==> src/verilog/ppsb_pkg.sv <==
// Package of constants shared by the parallel port pin and buffer status block.
`default_nettype none
package ppsb_pkg;
	// ----------------------------------------------------------------
	// Bus and buffer geometry.
	// ----------------------------------------------------------------
	localparam int DATA_W = 16;
	localparam int ADDR_W = 8;
	localparam int IDX_W = 2;
	localparam int BUF_BYTES = 4;
	localparam int IRQ_W = 4;

	// ----------------------------------------------------------------
	// Register byte offsets.
	// ----------------------------------------------------------------
	localparam logic [7:0] OFS_PIN_ENABLE = 8'h00;
	localparam logic [7:0] OFS_BUF_STATUS = 8'h04;
	localparam logic [7:0] OFS_PAD_CFG = 8'h08;
	localparam logic [7:0] OFS_CAL = 8'h0c;
	localparam logic [7:0] OFS_PORT_MODE = 8'h10;
	localparam logic [7:0] OFS_IN_BASE = 8'h20;
	localparam logic [7:0] OFS_OUT_BASE = 8'h30;
	localparam logic [7:0] OFS_IRQ_STATUS = 8'h40;
	localparam logic [7:0] OFS_IRQ_ENABLE = 8'h44;
	localparam logic [7:0] OFS_IRQ_CLEAR = 8'h48;

	// ----------------------------------------------------------------
	// Field positions.
	// ----------------------------------------------------------------
	localparam int PE_CS_BIT = 14;
	localparam int ST_IBF = 15;
	localparam int ST_INPUT_OVERFLOW = 14;
	localparam int ST_IBF_LO = 8;
	localparam int ST_OBE = 7;
	localparam int ST_OUTPUT_UNDERFLOW = 6;
	localparam int PC_CLKSEL = 1;
	localparam int PC_TTL = 0;
	localparam int CAL_CLKOE = 10;
	localparam int MODE_IRQ_LO = 13;
	localparam int IRQ_OVF = 0;
	localparam int IRQ_UNF = 1;
	localparam int IRQ_LAST = 2;
	localparam int IRQ_XFER = 3;

	// ----------------------------------------------------------------
	// Implemented-bit masks and reset values.
	// ----------------------------------------------------------------
	localparam logic [15:0] PE_MASK = 16'h47ff;
	localparam logic [15:0] PC_MASK = 16'h0003;
	localparam logic [15:0] CAL_MASK = 16'h0400;
	localparam logic [15:0] MODE_MASK = 16'h6000;
	localparam logic [15:0] PE_RST = 16'h0000;
	localparam logic [15:0] PC_RST = 16'h0000;
	localparam logic [15:0] CAL_RST = 16'h0000;
	localparam logic [15:0] MODE_RST = 16'h0000;
	localparam logic [3:0] IN_FULL_RST = 4'h0;
	localparam logic [3:0] OUT_EMPTY_RST = 4'hf;

	// Interrupt request modes, in register encoding order.
	typedef enum logic [1:0] {
		PPSB_IRQ_NONE,
		PPSB_IRQ_XFER,
		PPSB_IRQ_STALL,
		PPSB_IRQ_LAST
	} ppsb_interrupt_mode_select_e;
endpackage : ppsb_pkg
`default_nettype wire

==> src/verilog/ppsb_buf_if.sv <==
// Interface between the register side and the byte buffer bank.
`timescale 1ns/1ps
`default_nettype none
interface ppsb_buf_if;
	logic ext_wr;
	logic ext_rd;
	logic [1:0] ext_idx;
	logic [7:0] ext_wdata;
	logic [7:0] ext_rdata;
	logic sw_rd_in;
	logic sw_wr_out;
	logic [1:0] sw_idx;
	logic [7:0] sw_wdata;
	logic [31:0] in_data;
	logic [3:0] in_full;
	logic [3:0] out_empty;
	logic ovf_evt;
	logic unf_evt;
	logic last_evt;
	logic xfer_evt;

	modport bank (
		input ext_wr, ext_rd, ext_idx, ext_wdata, sw_rd_in, sw_wr_out,
		input sw_idx, sw_wdata,
		output ext_rdata, in_data, in_full, out_empty,
		output ovf_evt, unf_evt, last_evt, xfer_evt
	);
	modport ctl (
		output ext_wr, ext_rd, ext_idx, ext_wdata, sw_rd_in, sw_wr_out,
		output sw_idx, sw_wdata,
		input ext_rdata, in_data, in_full, out_empty,
		input ovf_evt, unf_evt, last_evt, xfer_evt
	);
endinterface : ppsb_buf_if
`default_nettype wire

==> src/verilog/ppsb_bank.sv <==
// Four-byte input and output buffers with their per-byte flags.
`timescale 1ns/1ps
`default_nettype none
module ppsb_bank (
	input wire logic mclk_i,
	input wire logic sys_rst_i,
	ppsb_buf_if.bank b
);
	logic [7:0] in_mem_r [4];
	logic [7:0] in_mem_nxt [4];
	logic [7:0] out_mem_r [4];
	logic [7:0] out_mem_nxt [4];
	logic [3:0] in_full_r, in_full_nxt;
	logic [3:0] out_empty_r, out_empty_nxt;
	logic [7:0] rdata_r, rdata_nxt;

	// Events come from the current flags, so a full byte refuses data.
	always_comb begin
		in_mem_nxt = in_mem_r;
		out_mem_nxt = out_mem_r;
		in_full_nxt = in_full_r;
		out_empty_nxt = out_empty_r;
		rdata_nxt = rdata_r;
		b.ovf_evt = 1'b0;
		b.unf_evt = 1'b0;
		// A software read empties its input byte.
		if (b.sw_rd_in) begin
			in_full_nxt[b.sw_idx] = 1'b0;
		end
		// The peer writes input bytes; a full one is kept and flagged.
		if (b.ext_wr) begin
			if (in_full_r[b.ext_idx]) begin
				b.ovf_evt = 1'b1;
			end else begin
				in_mem_nxt[b.ext_idx] = b.ext_wdata;
				in_full_nxt[b.ext_idx] = 1'b1;
			end
		end
		// The peer reads output bytes; an empty one is flagged.
		if (b.ext_rd) begin
			if (out_empty_r[b.ext_idx]) begin
				b.unf_evt = 1'b1;
			end else begin
				rdata_nxt = out_mem_r[b.ext_idx];
				out_empty_nxt[b.ext_idx] = 1'b1; // Transmitted.
			end
		end
		// New software data wins over a transmit of the same byte.
		if (b.sw_wr_out) begin
			out_mem_nxt[b.sw_idx] = b.sw_wdata;
			out_empty_nxt[b.sw_idx] = 1'b0;
		end
		b.last_evt = (b.ext_wr | b.ext_rd) & (&b.ext_idx);
		b.xfer_evt = b.ext_wr | b.ext_rd;
	end

	// Flags and data registers.
	always_ff @(posedge mclk_i) begin
		if (sys_rst_i) begin
			in_full_r <= ppsb_pkg::IN_FULL_RST;
			out_empty_r <= ppsb_pkg::OUT_EMPTY_RST;
			rdata_r <= 8'h00;
			in_mem_r <= '{default: 8'h00};
			out_mem_r <= '{default: 8'h00};
		end else begin
			in_full_r <= in_full_nxt;
			out_empty_r <= out_empty_nxt;
			rdata_r <= rdata_nxt;
			in_mem_r <= in_mem_nxt;
			out_mem_r <= out_mem_nxt;
		end
	end

	assign b.in_full = in_full_r;
	assign b.out_empty = out_empty_r;
	assign b.ext_rdata = rdata_r;
	assign b.in_data = {in_mem_r[3], in_mem_r[2], in_mem_r[1], in_mem_r[0]};

	AST_IN_READ_CLEARS: assert property (@(posedge mclk_i)
		disable iff (sys_rst_i)
		b.sw_rd_in && !b.ext_wr |=> !in_full_r[$past(b.sw_idx)])
		else $error("input byte flag stayed set after software read");
	AST_OUT_WRITE_CLEARS: assert property (@(posedge mclk_i)
		disable iff (sys_rst_i)
		b.sw_wr_out |=> !out_empty_r[$past(b.sw_idx)])
		else $error("output byte still empty after software write");
endmodule : ppsb_bank
`default_nettype wire

==> src/verilog/ppsb_top.sv <==
// Parallel port pad routing, buffer status and interrupt registers.
`timescale 1ns/1ps
`default_nettype none
module ppsb_top #(
	parameter int ADDR_W = ppsb_pkg::ADDR_W
) (
	input wire logic mclk_i,
	input wire logic sys_rst_i,
	input wire logic [ADDR_W-1:0] reg_addr_i,
	input wire logic [15:0] reg_wdata_i,
	input wire logic reg_wr_i,
	input wire logic reg_rd_i,
	output logic [15:0] reg_rdata_o,
	input wire logic ext_wr_i,
	input wire logic ext_rd_i,
	input wire logic [1:0] ext_idx_i,
	input wire logic [7:0] ext_wdata_i,
	output logic [7:0] ext_rdata_o,
	input wire logic [15:0] port_address_pins_i,
	input wire logic [15:0] gpio_out_i,
	input wire logic [15:0] gpio_oe_n_i,
	output logic [15:0] pad_out_o,
	output logic [15:0] pad_oe_n_o,
	input wire logic rtc_second_i,
	input wire logic rtc_alarm_i,
	output logic clock_out_o,
	output logic clock_out_oe_n_o,
	output logic input_threshold_select_o,
	output logic irq_o
);
	// ----------------------------------------------------------------
	// Elaboration check.
	// ----------------------------------------------------------------
	// The decoder compares eight-bit offsets, so a narrower bus cannot work.
	if (ADDR_W < 8) begin : g_bad_addr
		$error("ADDR_W must be at least 8");
	end

	// ----------------------------------------------------------------
	// Storage.
	// ----------------------------------------------------------------
	logic [15:0] pe_r, pe_nxt;
	logic [15:0] pc_r, pc_nxt;
	logic [15:0] cal_r, cal_nxt;
	logic [15:0] mode_r, mode_nxt;
	logic ovf_r, ovf_nxt;
	logic unf_r, unf_nxt;
	logic [3:0] irq_stat_r, irq_stat_nxt;
	logic [3:0] irq_en_r, irq_en_nxt;
	logic [15:0] rdata_r, rdata_nxt;
	logic [15:0] pad_out_r, pad_out_nxt;
	logic [15:0] pad_oe_n_r, pad_oe_n_nxt;
	logic clk_out_r, clk_out_nxt;
	logic clk_oe_n_r, clk_oe_n_nxt;
	logic [7:0] addr8;
	logic input_full_summary;
	logic output_empty_summary;
	logic [15:0] status_word;
	ppsb_pkg::ppsb_interrupt_mode_select_e irq_mode;

	ppsb_buf_if bif ();

	// Offset decode for the write path; the read path decodes with a case on addr8.
	function automatic logic hit(input logic [7:0] a, input logic [7:0] ofs);
		hit = (a == ofs);
	endfunction : hit

	// Byte buffer window: offsets base, base+4, base+8, base+12.
	function automatic logic in_win(input logic [7:0] a,
			input logic [7:0] base);
		in_win = (a[7:4] == base[7:4]) && (a[1:0] == 2'b00);
	endfunction : in_win

	assign addr8 = reg_addr_i[7:0];
	assign irq_mode = ppsb_pkg::ppsb_interrupt_mode_select_e'(mode_r[ppsb_pkg::MODE_IRQ_LO +: 2]);

	// ----------------------------------------------------------------
	// Buffer bank hookup.
	// ----------------------------------------------------------------
	// Peer strobes go straight through; the bank never stalls them.
	assign bif.ext_wr = ext_wr_i;
	assign bif.ext_rd = ext_rd_i;
	assign bif.ext_idx = ext_idx_i;
	assign bif.ext_wdata = ext_wdata_i;
	assign bif.sw_rd_in = reg_rd_i && in_win(addr8, ppsb_pkg::OFS_IN_BASE);
	assign bif.sw_wr_out = reg_wr_i && in_win(addr8, ppsb_pkg::OFS_OUT_BASE);
	assign bif.sw_idx = addr8[3:2];
	assign bif.sw_wdata = reg_wdata_i[7:0];

	ppsb_bank u_bank (
		.mclk_i(mclk_i),
		.sys_rst_i(sys_rst_i),
		.b(bif.bank)
	);

	// Summary flags follow the per-byte flags with no delay.
	assign input_full_summary = &bif.in_full;
	assign output_empty_summary = &bif.out_empty;
	assign status_word = {input_full_summary, ovf_r, 2'b00, bif.in_full,
		output_empty_summary, unf_r, 2'b00, bif.out_empty};

	// ----------------------------------------------------------------
	// Control registers and sticky flags.
	// ----------------------------------------------------------------
	// Masks drop writes to unimplemented bits so they always read zero.
	always_comb begin
		pe_nxt = pe_r;
		pc_nxt = pc_r;
		cal_nxt = cal_r;
		mode_nxt = mode_r;
		ovf_nxt = ovf_r;
		unf_nxt = unf_r;
		irq_en_nxt = irq_en_r;
		irq_stat_nxt = irq_stat_r;
		if (reg_wr_i) begin
			if (hit(addr8, ppsb_pkg::OFS_PIN_ENABLE)) begin
				pe_nxt = reg_wdata_i & ppsb_pkg::PE_MASK;
			end
			if (hit(addr8, ppsb_pkg::OFS_PAD_CFG)) begin
				pc_nxt = reg_wdata_i & ppsb_pkg::PC_MASK;
			end
			if (hit(addr8, ppsb_pkg::OFS_CAL)) begin
				cal_nxt = reg_wdata_i & ppsb_pkg::CAL_MASK;
			end
			if (hit(addr8, ppsb_pkg::OFS_PORT_MODE)) begin
				mode_nxt = reg_wdata_i & ppsb_pkg::MODE_MASK;
			end
			if (hit(addr8, ppsb_pkg::OFS_BUF_STATUS)) begin
				// Only a zero clears; a one cannot set the flag.
				ovf_nxt = ovf_r & reg_wdata_i[ppsb_pkg::ST_INPUT_OVERFLOW];
				unf_nxt = unf_r & reg_wdata_i[ppsb_pkg::ST_OUTPUT_UNDERFLOW];
			end
			if (hit(addr8, ppsb_pkg::OFS_IRQ_ENABLE)) begin
				irq_en_nxt = reg_wdata_i[ppsb_pkg::IRQ_W-1:0];
			end
			if (hit(addr8, ppsb_pkg::OFS_IRQ_CLEAR)) begin
				irq_stat_nxt = irq_stat_r & ~reg_wdata_i[ppsb_pkg::IRQ_W-1:0];
			end
		end
		// Hardware sets come last so an event beats a clear in one cycle.
		if (bif.ovf_evt) begin
			ovf_nxt = 1'b1;
			irq_stat_nxt[ppsb_pkg::IRQ_OVF] = 1'b1;
		end
		if (bif.unf_evt) begin
			unf_nxt = 1'b1;
			irq_stat_nxt[ppsb_pkg::IRQ_UNF] = 1'b1;
		end
		// Buffer-three events only count in interrupt mode three.
		if (bif.last_evt && irq_mode == ppsb_pkg::PPSB_IRQ_LAST) begin
			irq_stat_nxt[ppsb_pkg::IRQ_LAST] = 1'b1;
		end
		if (bif.xfer_evt && irq_mode == ppsb_pkg::PPSB_IRQ_XFER) begin
			irq_stat_nxt[ppsb_pkg::IRQ_XFER] = 1'b1;
		end
	end

	always_ff @(posedge mclk_i) begin
		if (sys_rst_i) begin
			pe_r <= ppsb_pkg::PE_RST;
			pc_r <= ppsb_pkg::PC_RST;
			cal_r <= ppsb_pkg::CAL_RST;
			mode_r <= ppsb_pkg::MODE_RST;
			ovf_r <= 1'b0;
			unf_r <= 1'b0;
			irq_en_r <= 4'h0;
			irq_stat_r <= 4'h0;
		end else begin
			pe_r <= pe_nxt;
			pc_r <= pc_nxt;
			cal_r <= cal_nxt;
			mode_r <= mode_nxt;
			ovf_r <= ovf_nxt;
			unf_r <= unf_nxt;
			irq_en_r <= irq_en_nxt;
			irq_stat_r <= irq_stat_nxt;
		end
	end

	// ----------------------------------------------------------------
	// Read path.
	// ----------------------------------------------------------------
	// Data stands only in the cycle after the strobe; unmapped reads zero.
	always_comb begin
		rdata_nxt = 16'h0000;
		if (reg_rd_i) begin
			case (addr8)
				ppsb_pkg::OFS_PIN_ENABLE: rdata_nxt = pe_r;
				ppsb_pkg::OFS_BUF_STATUS: rdata_nxt = status_word;
				ppsb_pkg::OFS_PAD_CFG: rdata_nxt = pc_r;
				ppsb_pkg::OFS_CAL: rdata_nxt = cal_r;
				ppsb_pkg::OFS_PORT_MODE: rdata_nxt = mode_r;
				ppsb_pkg::OFS_IRQ_STATUS: rdata_nxt = {12'h000, irq_stat_r};
				ppsb_pkg::OFS_IRQ_ENABLE: rdata_nxt = {12'h000, irq_en_r};
				default: begin
					if (in_win(addr8, ppsb_pkg::OFS_IN_BASE)) begin
						rdata_nxt = {8'h00, bif.in_data[{addr8[3:2], 3'b000} +: 8]};
					end
				end
			endcase
		end
	end

	// ----------------------------------------------------------------
	// Pad routing and clock output.
	// ----------------------------------------------------------------
	// A port-owned pad is always driven; general I/O keeps its own enable.
	always_comb begin
		for (int i = 0; i < 16; i++) begin
			if (pe_r[i]) begin
				pad_out_nxt[i] = port_address_pins_i[i];
				pad_oe_n_nxt[i] = 1'b0;
			end else begin
				pad_out_nxt[i] = gpio_out_i[i];
				pad_oe_n_nxt[i] = gpio_oe_n_i[i];
			end
		end
		clk_out_nxt = pc_r[ppsb_pkg::PC_CLKSEL] ? rtc_second_i
			: rtc_alarm_i;
		clk_oe_n_nxt = ~cal_r[ppsb_pkg::CAL_CLKOE];
	end

	always_ff @(posedge mclk_i) begin
		if (sys_rst_i) begin
			rdata_r <= 16'h0000;
			pad_out_r <= 16'h0000;
			pad_oe_n_r <= 16'hffff;
			clk_out_r <= 1'b0;
			clk_oe_n_r <= 1'b1;
		end else begin
			rdata_r <= rdata_nxt;
			pad_out_r <= pad_out_nxt;
			pad_oe_n_r <= pad_oe_n_nxt;
			clk_out_r <= clk_out_nxt;
			clk_oe_n_r <= clk_oe_n_nxt;
		end
	end

	assign reg_rdata_o = rdata_r;
	assign ext_rdata_o = bif.ext_rdata;
	assign pad_out_o = pad_out_r;
	assign pad_oe_n_o = pad_oe_n_r;
	assign clock_out_o = clk_out_r;
	assign clock_out_oe_n_o = clk_oe_n_r;
	assign input_threshold_select_o = pc_r[ppsb_pkg::PC_TTL];
	assign irq_o = |(irq_stat_r & irq_en_r);

	// ----------------------------------------------------------------
	// Assertions.
	// ----------------------------------------------------------------
	AST_CS_PAD: assert property (@(posedge mclk_i) disable iff (sys_rst_i)
		pe_r[ppsb_pkg::PE_CS_BIT] |=> !pad_oe_n_o[ppsb_pkg::PE_CS_BIT]
		&& pad_out_o[ppsb_pkg::PE_CS_BIT] == $past(port_address_pins_i[14]))
		else $error("pad 14 not routed to the port");
	AST_ADDR_PAD_GPIO: assert property (@(posedge mclk_i)
		disable iff (sys_rst_i)
		!pe_r[5] |=> pad_out_o[5] == $past(gpio_out_i[5])
		&& pad_oe_n_o[5] == $past(gpio_oe_n_i[5]))
		else $error("disabled address pad not general I/O");
	AST_LATCH_PAD: assert property (@(posedge mclk_i)
		disable iff (sys_rst_i)
		pe_r[1:0] == 2'b11 |=> pad_oe_n_o[1:0] == 2'b00)
		else $error("latch pads not driven");
	AST_IBF_READ: assert property (@(posedge mclk_i)
		disable iff (sys_rst_i)
		reg_rd_i && addr8 == ppsb_pkg::OFS_BUF_STATUS
		|=> reg_rdata_o[ppsb_pkg::ST_IBF] == &$past(bif.in_full))
		else $error("input-full summary wrong");
	AST_OBE_READ: assert property (@(posedge mclk_i)
		disable iff (sys_rst_i)
		reg_rd_i && addr8 == ppsb_pkg::OFS_BUF_STATUS
		|=> reg_rdata_o[ppsb_pkg::ST_OBE] == &$past(bif.out_empty)
		&& reg_rdata_o[13:12] == 2'b00 && reg_rdata_o[5:4] == 2'b00)
		else $error("output-empty summary or reserved bits wrong");
	AST_OVF_SET: assert property (@(posedge mclk_i)
		disable iff (sys_rst_i)
		bif.ovf_evt |=> ovf_r ##1 (ovf_r
		|| $past(reg_wr_i && addr8 == ppsb_pkg::OFS_BUF_STATUS
		&& !reg_wdata_i[ppsb_pkg::ST_INPUT_OVERFLOW])))
		else $error("overflow flag not held");
	AST_UNF_SET: assert property (@(posedge mclk_i)
		disable iff (sys_rst_i)
		ext_rd_i && bif.out_empty[ext_idx_i] |=> unf_r)
		else $error("underflow flag not set");
	AST_STICKY_CLEAR: assert property (@(posedge mclk_i)
		disable iff (sys_rst_i)
		$fell(ovf_r) |-> $past(reg_wr_i) && !$past(reg_wdata_i[14])
		&& $past(addr8) == ppsb_pkg::OFS_BUF_STATUS)
		else $error("overflow flag cleared without a zero write");
	AST_CLOCK_OUT: assert property (@(posedge mclk_i)
		disable iff (sys_rst_i)
		pc_r[ppsb_pkg::PC_CLKSEL] |=> clock_out_o == $past(rtc_second_i))
		else $error("seconds clock not selected");
	AST_CLOCK_OE: assert property (@(posedge mclk_i)
		disable iff (sys_rst_i)
		!cal_r[ppsb_pkg::CAL_CLKOE] |=> clock_out_oe_n_o)
		else $error("clock pin driven while disabled");
	AST_TTL: assert property (@(posedge mclk_i) disable iff (sys_rst_i)
		reg_wr_i && addr8 == ppsb_pkg::OFS_PAD_CFG
		|=> input_threshold_select_o == $past(reg_wdata_i[0]))
		else $error("threshold select not taken");
	AST_PE_RESERVED: assert property (@(posedge mclk_i)
		disable iff (sys_rst_i)
		reg_rd_i && addr8 == ppsb_pkg::OFS_PIN_ENABLE
		|=> reg_rdata_o[15] == 1'b0 && reg_rdata_o[13:11] == 3'b000)
		else $error("reserved pin-enable bits read nonzero");
	AST_LAST_IRQ: assert property (@(posedge mclk_i)
		disable iff (sys_rst_i)
		bif.last_evt && irq_mode == ppsb_pkg::PPSB_IRQ_LAST
		&& irq_en_r[ppsb_pkg::IRQ_LAST] |=> irq_o)
		else $error("buffer-three interrupt missing");
endmodule : ppsb_top
`default_nettype wire

==> config.mk <==
export PLATFORM = sky130hd
export DESIGN_NAME = ppsb_top
export DESIGN_NICKNAME = d
export VERILOG_FILES = /design/src/verilog/ppsb_pkg.sv /design/src/verilog/ppsb_buf_if.sv /design/src/verilog/ppsb_bank.sv /design/src/verilog/ppsb_top.sv
export SDC_FILE = /design/constraint.sdc
export NUM_CORES = 1
export LEC_CHECK = 0
export ABC_CLOCK_PERIOD_IN_PS = 2850
export BUFFER_PORTS_ARGS = -buffer_cell sky130_fd_sc_hd__buf_4
export CAP_MARGIN = 20
export CORE_MARGIN = 1
export CORE_UTILIZATION = 33
export CTS_CLUSTER_DIAMETER = 50
export CTS_CLUSTER_SIZE = 16
export DETAILED_ROUTE_END_ITERATION = 7
export SYNTH_ARGS = -nofsm -noshare
export SYNTH_HDL_FRONTEND = slang
export SYNTH_HIERARCHICAL = 1
export SYNTH_SLANG_ARGS = --single-unit
==> constraint.sdc <==
create_clock -name mclk_i -period 2.85 [get_ports mclk_i]
set_input_delay 0.1425 -clock mclk_i [delete_from_list [all_inputs] [get_ports mclk_i]]
set_output_delay 0.1425 -clock mclk_i [all_outputs]
set_load 0.05 [all_outputs]
# --- Yosys cells after proc, flatten, opt, wreduce, memory -nomap -nowiden ---
# Cells that the tools add are included.
totals:
  reg_bits: 157
  output_inout_bits: 60
  word_cells: 171
classes:
  bitwise_logic: 18
  shift: 1
  eq_ne: 11
  magnitude_cmp: 8
  n_mux: 66
  n_reduce_logical: 40
ops:
  columns: ["op", "n"]
  rows:
  - ["case mux 16 bit (7 select lines)", 1]
  - ["bitwise mux 32 bit", 2]
  - ["2-to-1 mux 1 bit", 43]
  - ["2-to-1 mux 8 bit", 5]
  - ["demux 8 bit (select 2 bit)", 2]
  - ["2-to-1 mux 4 bit", 8]
  - ["indexed part select 32 x 6 -> 8 bit", 1]
  - ["AND reduction 2 bit", 14]
  - ["== test 8 x 7 -> 1 bit (second input constant)", 3]
  - ["nonzero test 2 bit", 10]
  - ["bitwise AND 4 bit", 4]
  - ["binary-select mux 8 bit (select 2 bit)", 1]
  - ["== test 8 x 4 -> 1 bit (second input constant)", 2]
  - ["logical AND 1 bit", 10]
  - ["== test 4 x 2 -> 1 bit (second input constant)", 2]
  - ["== test 8 x 3 -> 1 bit (second input constant)", 1]
  - ["== test 8 x 5 -> 1 bit (second input constant)", 1]
  - ["logical NOT 8 bit", 1]
  - ["NOT 4 bit", 2]
  - ["bitwise OR 4 bit", 2]
  - ["AND reduction 4 bit", 2]
  - [">= comparator 3 bit (second input constant)", 2]
  - ["< comparator 2 x 3 -> 1 bit (second input constant)", 2]
  - ["< comparator 3 x 1 -> 1 bit (second input constant)", 2]
  - ["12 further kinds", 21]

# --- Logic depth before layout (Yosys ltp) ---
# Gate-level depths: netlist (run 1).
logic_depth:
  depth_word: 10
  ltp_mapped: 8
  depth_no_buf: 6

# --- Cells and area by module ---
# The synthesis (run 1) kept the hierarchy.
modules_own_cells:
  columns: ["mod", "n_inst", "area_each_um2", "cells_each", "seq_area_each_um2"]
  rows:
  - ["ppsb_bank", 1, 3225.6, 365, 1601.5]
  - ["ppsb_top", 1, 3219.3, 328, 1521.5]

# --- Worst setup path before layout (run 1) ---
# No wires, ideal clock.
synth_timing:
  path_kind: "input -> register"
  from: "input reg_addr_i[5]"
  to: "register u_bank.in_full_r[2] (netlist: u_bank/b.in_full[2])"
  n_path_buf: 1
  path_slack_ps: 1080
  setup_time_ps: 132
  cell_stages: 7
  arrival_ps: 1638
  required_ps: 2718
  cell_sequence: "buf_2 > or4b_2 > nor3_4 > and2_1 > nand2_1 > o21ai_0 > a21oi_1"
synth_via:
  elab_chain_len: 7
synth_lines:
  columns: ["element", "line_no", "source"]
  rows:
  - ["from (decl)", "ppsb_top.sv:9", "input wire logic [ADDR_W-1:0] reg_addr_i,"]
  - ["== test 4 x 2 -> 1 bit (*)", "ppsb_top.sv:71", "in_win = (a[7:4] == base[7:4]) && (a[1:0] == 2'b00);"]
  - ["logical AND 1 bit (*)", "ppsb_top.sv:71", null]
  - ["logical AND 1 bit (*)", "ppsb_top.sv:85", "assign bif.sw_rd_in = reg_rd_i && in_win(addr8, ppsb_pkg::OFS_IN_BASE);"]
  - ["named net bif.sw_rd_in", "ppsb_buf_if.sv:10", "logic sw_rd_in;"]
  - ["2-to-1 mux 4 bit (*)", "ppsb_bank.sv:27", "if (b.sw_rd_in) begin"]
  - ["bitwise OR 4 bit (no source line)", null, null]
  - ["2-to-1 mux 4 bit", "ppsb_bank.sv:32", "if (in_full_r[b.ext_idx]) begin"]
  - ["2-to-1 mux 4 bit (*)", "ppsb_bank.sv:31", "if (b.ext_wr) begin"]
  - ["to (signal assigned)", "ppsb_bank.sv:60", "in_full_r <= ppsb_pkg::IN_FULL_RST;"]
  - ["to (signal assigned)", "ppsb_bank.sv:66", "in_full_r <= in_full_nxt;"]
  - ["to (decl)", "ppsb_bank.sv:13", "logic [3:0] in_full_r, in_full_nxt;"]
# Mark *: on every way through the listed nets, which the timed path passes. The rest lies on a longest branch.
# A chain may end at the register's enable or synchronous reset.

# --- Final worst setup path (run 1) ---
layout_timing:
  from: "input reg_wr_i"
  to: "register u_bank/out_mem_r[14] in the netlist's numbering"
layout_via:
  elab_chain_len: 1
layout_lines:
  columns: ["element", "line_no", "source"]
  rows:
  - ["from (decl)", "ppsb_top.sv:11", "input wire logic reg_wr_i,"]
  - ["logical AND 1 bit", "ppsb_top.sv:86", "assign bif.sw_wr_out = reg_wr_i && in_win(addr8, ppsb_pkg::OFS_OUT_BASE);"]
  - ["named net bif.sw_wr_out", "ppsb_buf_if.sv:11", "logic sw_wr_out;"]
  - ["to (signal assigned)", "ppsb_bank.sv:70", "out_mem_r <= out_mem_nxt;"]
  - ["to (decl)", "ppsb_bank.sv:11", "logic [7:0] out_mem_r [4];"]
# The timed path passes the listed nets, and every way through them passes these cells.

==> results.cfg, run 1 <==
[global_routing]
grt_usage = 0.1927
grt_pass1_wl_um = 29400
antenna_found_initial = 0
grt_pass1_vias = 5536
grt.overflow.total = 0
grt_max_degree = 102

[synth]
ys_async_sr_fraction = 0
syn_avg_cell_area_um2 = 9.300
synth_nets = 783
synthesis.area_um2 = 6445
synth_edf_count = 0
synth_warnings = 6
syn_inst = 693
synth-seq-cells = 156
ys_types = 56
seq_area_frac_synth = 0.4846
ys.flop_type = dfxtp_1

[hold_path]
hp-start = reg_wdata_i[3]
min_to = u_bank/out_mem_r[3]
whs_path_depth = 3
hold_path.class = primary input to flip-flop

[power_and_ir_drop]
p_int_uw = 3675
switching_power_uw = 1213
power_frac_comb = 0.109
power.share.switching = 0.2482
max-vdd-ir-drop_mv = 0.2757
pwr-share-seq = 0.460
p_per_area_nw_per_um2 = 554.2
leakage_uw = 0.003438
power.share.clock = 0.431

[floorplan]
start_util = 0.3411
die_area_um2 = 20090
placementRows = 50
die_w_um = 141.8
dieHeight_um = 141.8
core_area_um2 = 18890
io-pin-count = 150

[detailed_routing]
wl_met2_um = 8589
wirelength_met1_um = 8550
drc = 0
dr.max_layer_used = met4
first_iter_violations = 391
wl_per_cell_um = 16.29
drt_pre_antenna_iters = 4
ant_nets = 0
viasPerCell = 4.893
wl_um = 18730
met3_wirelength_um = 1355
vias = 5627

[status]
outcome = complete, no violations

[clocking]
clk_path_buf_depth = 2
insertion_delay_ps = 430
cts_sinks = 156
cts.clk_slew.worst_paths_ps = 60
cts_buffers = 17
h-tree-depth = 4
clockRootBuffer = clkbuf_16
postCtsSetupRepairBufs = 0
cts_tree = yes

[cells_and_area]
final_util = 0.4668
diodes = 0
final_cell_mix = 156 x dfxtp_1, 148 x buf_4, 125 x nand2_1
mostFrequentLayoutCell = dfxtp_1
layout.cells.non_filler = 1150
drive_gt1_frac = 0.2404
areaGrowthSynthToFinish_pct = 36.85
layout.nets = 967

[sta]
final_hold_viol_count = 0
slew_viol_final = 0
fin_crit_ps = 1573
fin_setup_tns_ps = 0
rsz0062_at_grt = no
worstMarginPinSlew_ps = 841.6
clock_skew_ps = 8.201
maxClockFrequency_mhz = 635.8
max_slew_margin = 0.4366
finalSetupViolCount = 0
finalCritPeriodShare = 0.5519

[setup_path]
cp_max_fo = 13
rr_worst_depth = 4
r2r_slack_ps = 1280
start_kind = primary input
criticalPathCategory = primary input to flip-flop
required_ps = 3200
crit_chain = buf_4, nor3b_1, buf_4, and3_1, nand2_1, nor2_1, nand2_1, a21oi_1
cp_slowest_stage_delay_ps = 520
r2r_start = pe_r[2]
crit_slowest_cell = nor2_1
r2r_end = reg_rdata_o[2]
setup.worst_path.end_class = flip-flop
critPathArrivalTime_ps = 1930

[place]
place_inst = 1058
gp_congestion = 0.8116
io_buffers = 141
dpl.hpwl_um = 12240

[job]
drv_cap = 0
[repair_timing]
| item | 4_1_cts | 5_1_grt |
|---|---|---|
| hold buffers | 60 | 0 |
| gates resized for setup | 0 | 0 |
| endpoints found under the hold margin | 73 | 0 |
[routing by layer]
metal	track usage	vias up
met5	0	-
met4	0.05659	0
met3	0.05400	19
met2	0.3160	185
met1	0.2460	2648
li1	-	2775
[worst max-delay path, delay by kind of cell]
family / cells / cell delay [ps]
AOI/OAI and AO/OA: 1 / 130
buffers and inverters: 2 / 360
and+or+nand+nor: 5 / 1280
[final cells by class]
class / count / area (um^2)
Sequential cell: 156 / 3123
Inverter: 18 / 67.56
Multi-Input combinational cell: 475 / 3027
Clock inverter: 12 / 98.84
Fill cell: 1829 / 10070
Tap cell: 260 / 325.3
Timing Repair Buffer: 209 / 1732
Clock buffer: 20 / 446.7
[worst max-delay path by stage]
stage | cells after the start | end | slack (ps) | startpoint
global placement | 7 | u_bank/b.in_full[2] | 870 | reg_addr_i[1]
detailed placement | 8 | u_bank/out_mem_r[13] | 870 | reg_wr_i
global route | 8 | u_bank/out_mem_r[14] | 1020 | reg_wr_i
floorplan | 7 | u_bank/b.in_full[2] | 1080 | reg_addr_i[5]
CTS | 4 | reg_rdata_o[2] | 1260 | pe_r[2]
finish | 8 | u_bank/out_mem_r[14] | 1280 | reg_wr_i
[power by group through the flow]
| stage | Sequential, uW | Clock, uW | Combinational, uW |
|---|---|---|---|
| after floorplan | 2380 | 0 | 186 |
| after global placement | 2300 | 0 | 461 |
| after detailed placement | 2300 | 0 | 463 |
| after CTS | 2250 | 2150 | 531 |
| after global routing | 2250 | 2260 | 568 |
| final | 2250 | 2110 | 531 |
[through the flow]
stage / area, um^2 / total power (uW) / setup WS, ps / hold slack [ps]
global route: 8820 / 5079 / 1021 / 9.300
detailed placement: 7674 / 2761 / 869.5 / 331.9
finish: 8820 / 4888 / 1277 / 19.06
CTS: 8820 / 4933 / 1261 / 0.6196
floorplan: 6445 / 2567 / 1080 / 246.3
global placement: 7674 / 2757 / 872.8 / 330.5
[synthesized netlist by cell type (all sizes together) (7+ instances only)]
cell / count / area, um^2
nor2: 67 / 251.5
clkbuf: 24 / 90.09
a22oi: 9 / 67.56
or2: 7 / 43.79
inv: 18 / 67.56
nand2: 126 / 480.5
dfxtp: 156 / 3123
a21oi: 75 / 375.4
mux4: 17 / 394.1
a21o: 12 / 90.09
nor2b: 10 / 62.56
nand3: 23 / 115.1
mux2i: 46 / 460.4
o21ai: 7 / 35.03
buf: 20 / 137.6
nand4: 9 / 56.30
[sequential cells by signal, indices dropped and copies added (netlist names)]
register,count
reg_rdata_o,15
pc_r,2
mode_r,2
clock_out_oe_n_o,1
u_bank/b.in_data,32
unf_r,1
u_bank/b.in_full,4
pad_oe_n_o,16
irq_stat_r,4
u_bank/b.ext_rdata,8
ovf_r,1
u_bank/out_mem_r,32
cal_r,1
pe_r,12
irq_en_r,4
clock_out_o,1
u_bank/b.out_empty,4
pad_out_o,16
[logic make-up (layout without fill, tap and decap cells)]
group                  after synthesis  in the layout  share of synthesized area
and+or+nand+nor                    284            284                     0.2136
AOI/OAI and AO/OA                  123            123                     0.1153
other                                1              1                  0.0005819
buffers and inverters               62            259                    0.04582
muxes                               67             67                     0.1402
DFF                                156            156                     0.4846
Power figures use the tool's default switching activity.
==> inputs of run 2 (changes only) <==
Settings changed: ABC_CLOCK_PERIOD_IN_PS 2850 to 1390.
Clock period 2.85 ns to 1.39 ns, I/O delays scaled along.
==> run 2 against run 1 <==
Effect of this change: die area did not move; flip-flop and latch count did not move; setup slack got worse by 1200 ps; critical path type is now flip-flop to flip-flop; core utilization rose by 3.9 points; combinational power rose by 130%; total power rose by 120%; via count rose by 6.9%; critical endpoint is now pad_out_o[3]; final area rose by 8.4%; register-to-register slack got worse by 1200 ps; clock skew rose by 2.7 ps.
==> results.cfg, run 2 (same netlist as run 1, synthesis figures left out) <==
[sta]
hold_ws_ps = 61.65
finalCritPeriodShare = 0.9559
slew_viol_final = 0
clock_skew_ps = 10.92
fin_crit_ps = 1329
worst_slack_ps = 61.25
rsz0062_at_grt = no
maxClockFrequency_mhz = 752.6
finalSetupViolCount = 0
fin_setup_tns_ps = 0
final_hold_viol_count = 0

[power_and_ir_drop]
power_uw = 10730
pwr-share-seq = 0.429
p_per_area_nw_per_um2 = 1123
power.share.switching = 0.2455
power_frac_comb = 0.115
max-vdd-ir-drop_mv = 0.8916
switching_power_uw = 2635
leakage_uw = 0.003856
power.share.clock = 0.456
p_int_uw = 8097

[place]
io_buffers = 141
gp_congestion = 0.8883
place_ws_ps = -207.5
dpl.hpwl_um = 13730

[floorplan]
start_util = 0.3411
core_area_um2 = 18890
placementRows = 50
dieHeight_um = 141.8
die_w_um = 141.8
io-pin-count = 150
die_area_um2 = 20090

[status]
outcome = complete, no violations

[cells_and_area]
layout.nets = 1041
final_util = 0.5060
areaGrowthSynthToFinish_pct = 48.32
drive_gt1_frac = 0.3008
mostFrequentLayoutCell = buf_4
diodes = 0
final_cell_mix = 208 x buf_4, 149 x dfxtp_1, 125 x nand2_1

[global_routing]
grt.overflow.total = 0
grt_max_degree = 70
antenna_found_initial = 0
grt_pass1_wl_um = 31070
grt_pass1_vias = 5735
grt_usage = 0.2026

[setup_path]
start_kind = flip-flop
cp_max_fo = 4
required_ps = 1700
rr_worst_depth = 3
setup.worst_path.end_class = flip-flop
critPathArrivalTime_ps = 1640
criticalPathCategory = flip-flop to flip-flop

[detailed_routing]
first_iter_violations = 366
vias = 6014
drc = 0
ant_nets = 0
viasPerCell = 4.913
wl_um = 19950
drt_pre_antenna_iters = 4
wl_per_cell_um = 16.30

[clocking]
h-tree-depth = 4
insertion_delay_ps = 430
cts.clk_slew.worst_paths_ps = 70
cts_buffers = 17
clockRootBuffer = clkbuf_16
cts_tree = yes
cts_sinks = 156
clk_path_buf_depth = 2

[job]
drv_cap = 0

[hold_path]
hold_path.class = primary input to flip-flop
whs_path_depth = 3
run 2: layout make-up:
cell class,instances,area (um^2)
fill,1781,9334
timing repair buffer,283,2362
clock buffer,21,460.4
tap,260,325.3
clock inverter,11,158.9
multi-input combinational,475,3053
sequential,156,3132
inverter,18,67.56
run 2: worst paths after layout:
check	endpoint	from	slack, ps
max reg2reg	pad_out_o[3]	pe_r[3]	60
min reg2reg	clock_out_oe_n_o	cal_r[10]	430
min	reg_rdata_o[2]	reg_rd_i	60
max	pad_out_o[3]	pe_r[3]	60
run 2: worst max-delay path: stages (launching register included):
cell           delay, ps
dfxtp_1              430
mux2i_1              190
dlygate4sd3_1        560
nor2_1                40
run 2: through the flow:
stage / instances / instance area [um^2]
after floorplan: 693 / 6479
after global placement: 1122 / 8220
after detailed placement: 1122 / 8220
after CTS: 1224 / 9540
after global routing: 1224 / 9559
final: 1224 / 9559
run 2: power by group through the flow:
| stage | logic (uW) | clock network (uW) | registers, uW |
|---|---|---|---|
| after global routing | 1310 | 5140 | 4620 |
| after floorplan | 388 | 0 | 4880 |
| after global placement | 1060 | 0 | 4700 |
| final | 1230 | 4890 | 4610 |
| after detailed placement | 1060 | 0 | 4710 |
| after CTS | 1220 | 4980 | 4610 |
run 2: layer usage:
layer / wire (um) / track usage / vias to the layer above
met5: 0 / 0 / -
met4: 255 / 0.06169 / 0
met3: 1143 / 0.04927 / 20
met2: 9570 / 0.3370 / 194
met1: 8981 / 0.2585 / 2880
li1: - / - / 2920
run 2: timing repair:
action | CTS | global route
endpoints found under the hold margin | 121 | 1
setup endpoints to repair | 0 | 9
hold buffers | 70 | 1
gates resized for setup | 0 | 9
buffers inserted | 0 | 0
==> inputs of run 3 (changes only) <==
Settings changed: ABC_CLOCK_PERIOD_IN_PS 1390 to 1200.
Clock period 1.39 ns to 1.2 ns, I/O delays scaled along.
==> run 3 against run 2 <==
Effect of this change: the flow now finishes with violations (negative setup slack); flip-flop and latch count unchanged; critical path depth grew 2; final area up 3.4%; non-clock buffer count up 19; clock skew fell by 4.8 ps; register-to-register slack worse by 150 ps; final cell count up 1.6%; clock power grew 5.7%; critical path type unchanged; critical endpoint is now u_bank/b.ext_rdata[3]; largest cell class is now multi-input gates.
==> results.cfg, run 3 (same netlist as run 1, synthesis figures left out) <==
[place]
io_buffers = 141
gp_congestion = 0.8271
place_ws_ps = -432.9
dpl.hpwl_um = 13650
postPlaceCellArea_um2 = 8501

[clocking]
cts_buffers = 17
insertion_delay_ps = 430
clk_path_buf_depth = 2
cts_tree = yes
cts.clk_slew.worst_paths_ps = 60
h-tree-depth = 4
cts_sinks = 156
clockRootBuffer = clkbuf_16

[setup_path]
start_kind = flip-flop
criticalPathCategory = flip-flop to flip-flop
r2r_start = u_bank/b.out_empty[0]
crit_slowest_cell = dfxtp_2
r2r_slack_ps = -90
rr_worst_depth = 5
critPathArrivalTime_ps = 1600
r2r_end = u_bank/b.ext_rdata[3]
crit_path_start = u_bank/b.out_empty[0]
required_ps = 1510
cp_slowest_stage_delay_ps = 320
cp_max_fo = 8
setup.worst_path.end_class = flip-flop
crit_chain = mux2_4, o22ai_4, buf_12, mux2i_1, nor2_1

[sta]
maxClockFrequency_mhz = 773.5
fin_crit_ps = 1293
clock_skew_ps = 6.145
rsz0062_at_grt = yes
slew_viol_final = 0
finalCritPeriodShare = 1.077
final_hold_viol_count = 0
fin_setup_tns_ps = -916.6
finalSetupViolCount = 19
worst_slack_ps = -92.84

[detailed_routing]
viasPerCell = 4.809
ant_nets = 0
first_iter_violations = 366
drc = 0
drt_pre_antenna_iters = 5
wl_um = 20040
vias = 5978
wl_per_cell_um = 16.12

[status]
violations = negative setup slack
outcome = finished, violations left

[floorplan]
start_util = 0.3411
placementRows = 50
io-pin-count = 150
core_area_um2 = 18890
dieHeight_um = 141.8
die_w_um = 141.8
die_area_um2 = 20090

[job]
drv_cap = 0

[power_and_ir_drop]
p_per_area_nw_per_um2 = 1216
power_frac_comb = 0.125
power_uw = 12010
power.share.switching = 0.2520
power.share.clock = 0.430
max-vdd-ir-drop_mv = 0.9873
switching_power_uw = 3027
pwr-share-seq = 0.445
leakage_uw = 0.003978
p_int_uw = 8987

[hold_path]
hp-start = ext_wr_i
whs_path_depth = 4
min_to = irq_stat_r[0]
hold_path.class = primary input to flip-flop

[global_routing]
grt_pass1_vias = 5704
grt.overflow.total = 0
grt_usage = 0.2036
antenna_found_initial = 0
grt_pass1_wl_um = 31260
grt_max_degree = 58

[cells_and_area]
seqCellArea_um2 = 3138
final_util = 0.5230
areaGrowthSynthToFinish_pct = 53.31
diodes = 0
num-fill-cells = 1733
layout.nets = 1060
final_cell_area_um2 = 9881
mostFrequentLayoutCell = buf_4
final_cell_mix = 220 x buf_4, 148 x dfxtp_1, 122 x nand2_1
drive_gt1_frac = 0.3428
multi_input_area_um2 = 3173
run 3: cell types whose count changed in the layout (fill, tap and decap cells not counted), moves of 4 or more:
| cell | previous run | this run |
|---|---|---|
| a22oi_1 | 9 | 5 |
| buf_12 | 5 | 11 |
| nand3_1 | 23 | 14 |
| buf_4 | 208 | 220 |
| nand3_2 | 0 | 9 |
| a22oi_2 | 0 | 4 |
run 3: cell type report:
type	instances	area share
clock inverters	12	0.01152
repair buffers	302	0.2638
inverters	18	0.006838
flip-flops and latches	156	0.3176
well taps	260	0.03292
multi-input cells	475	0.3211
clock buffers	20	0.04622
run 3: worst max-delay path: cells and delay by family, from the launching register on:
family / cells / cell delay (ps)
compound gates: 1 / 170
buf+inv: 1 / 160
flops: 1 / 320
mux: 2 / 460
simple gates: 1 / 60
run 3: per-stage QoR:
| stage | instances | hold slack (ps) |
|---|---|---|
| floorplan | 693 | 163.8 |
| global placement | 1139 | 244.6 |
| detailed placement | 1139 | 246.4 |
| CTS | 1240 | 44.78 |
| global route | 1243 | 68.44 |
| finish | 1243 | 60.89 |
run 3: power by group through the flow:
stage / sequential [uW] / combinational [uW] / clock [uW]
2_1_floorplan: 5660 / 463 / 0
6_report: 5340 / 1500 / 5170
5_1_grt: 5350 / 1600 / 5540
4_1_cts: 5340 / 1480 / 5300
3_5_place_dp: 5450 / 1290 / 0
3_3_place_gp: 5450 / 1290 / 0
run 3: timing repair:
| action | in CTS | in global routing |
|---|---|---|
| endpoints found under the setup margin | 20 | 38 |
| pin swaps | 3 | 8 |
| hold buffers | 68 | 0 |
| gates resized for setup | 13 | 10 |
| endpoints found under the hold margin | 122 | 0 |
| setup buffers | 1 | 4 |
| cloned | 0 | 1 |
run 3: worst max path at each step:
| stage | to | slack (ps) | depth (start not counted) |
|---|---|---|---|
| 6_report | u_bank/b.ext_rdata[3] | -90 | 5 |
| 5_1_grt | u_bank/b.ext_rdata[0] | -170 | 5 |
| 4_1_cts | irq_o | -130 | 4 |
| 3_5_place_dp | u_bank/b.in_full[2] | -430 | 7 |
| 3_3_place_gp | u_bank/b.in_full[2] | -430 | 7 |
| 2_1_floorplan | u_bank/b.in_full[2] | -270 | 7 |
run 3: metal layers:
| layer | share of wire | GRT usage | wire length (um) | up-vias |
|---|---|---|---|---|
| met5 | 0 | 0 | 0 | - |
| met4 | 0.018 | 0.06508 | 358 | 0 |
| met3 | 0.059 | 0.04792 | 1174 | 23 |
| met2 | 0.47 | 0.3251 | 9354 | 197 |
| met1 | 0.46 | 0.2709 | 9153 | 2808 |
| li1 | - | - | - | 2950 |
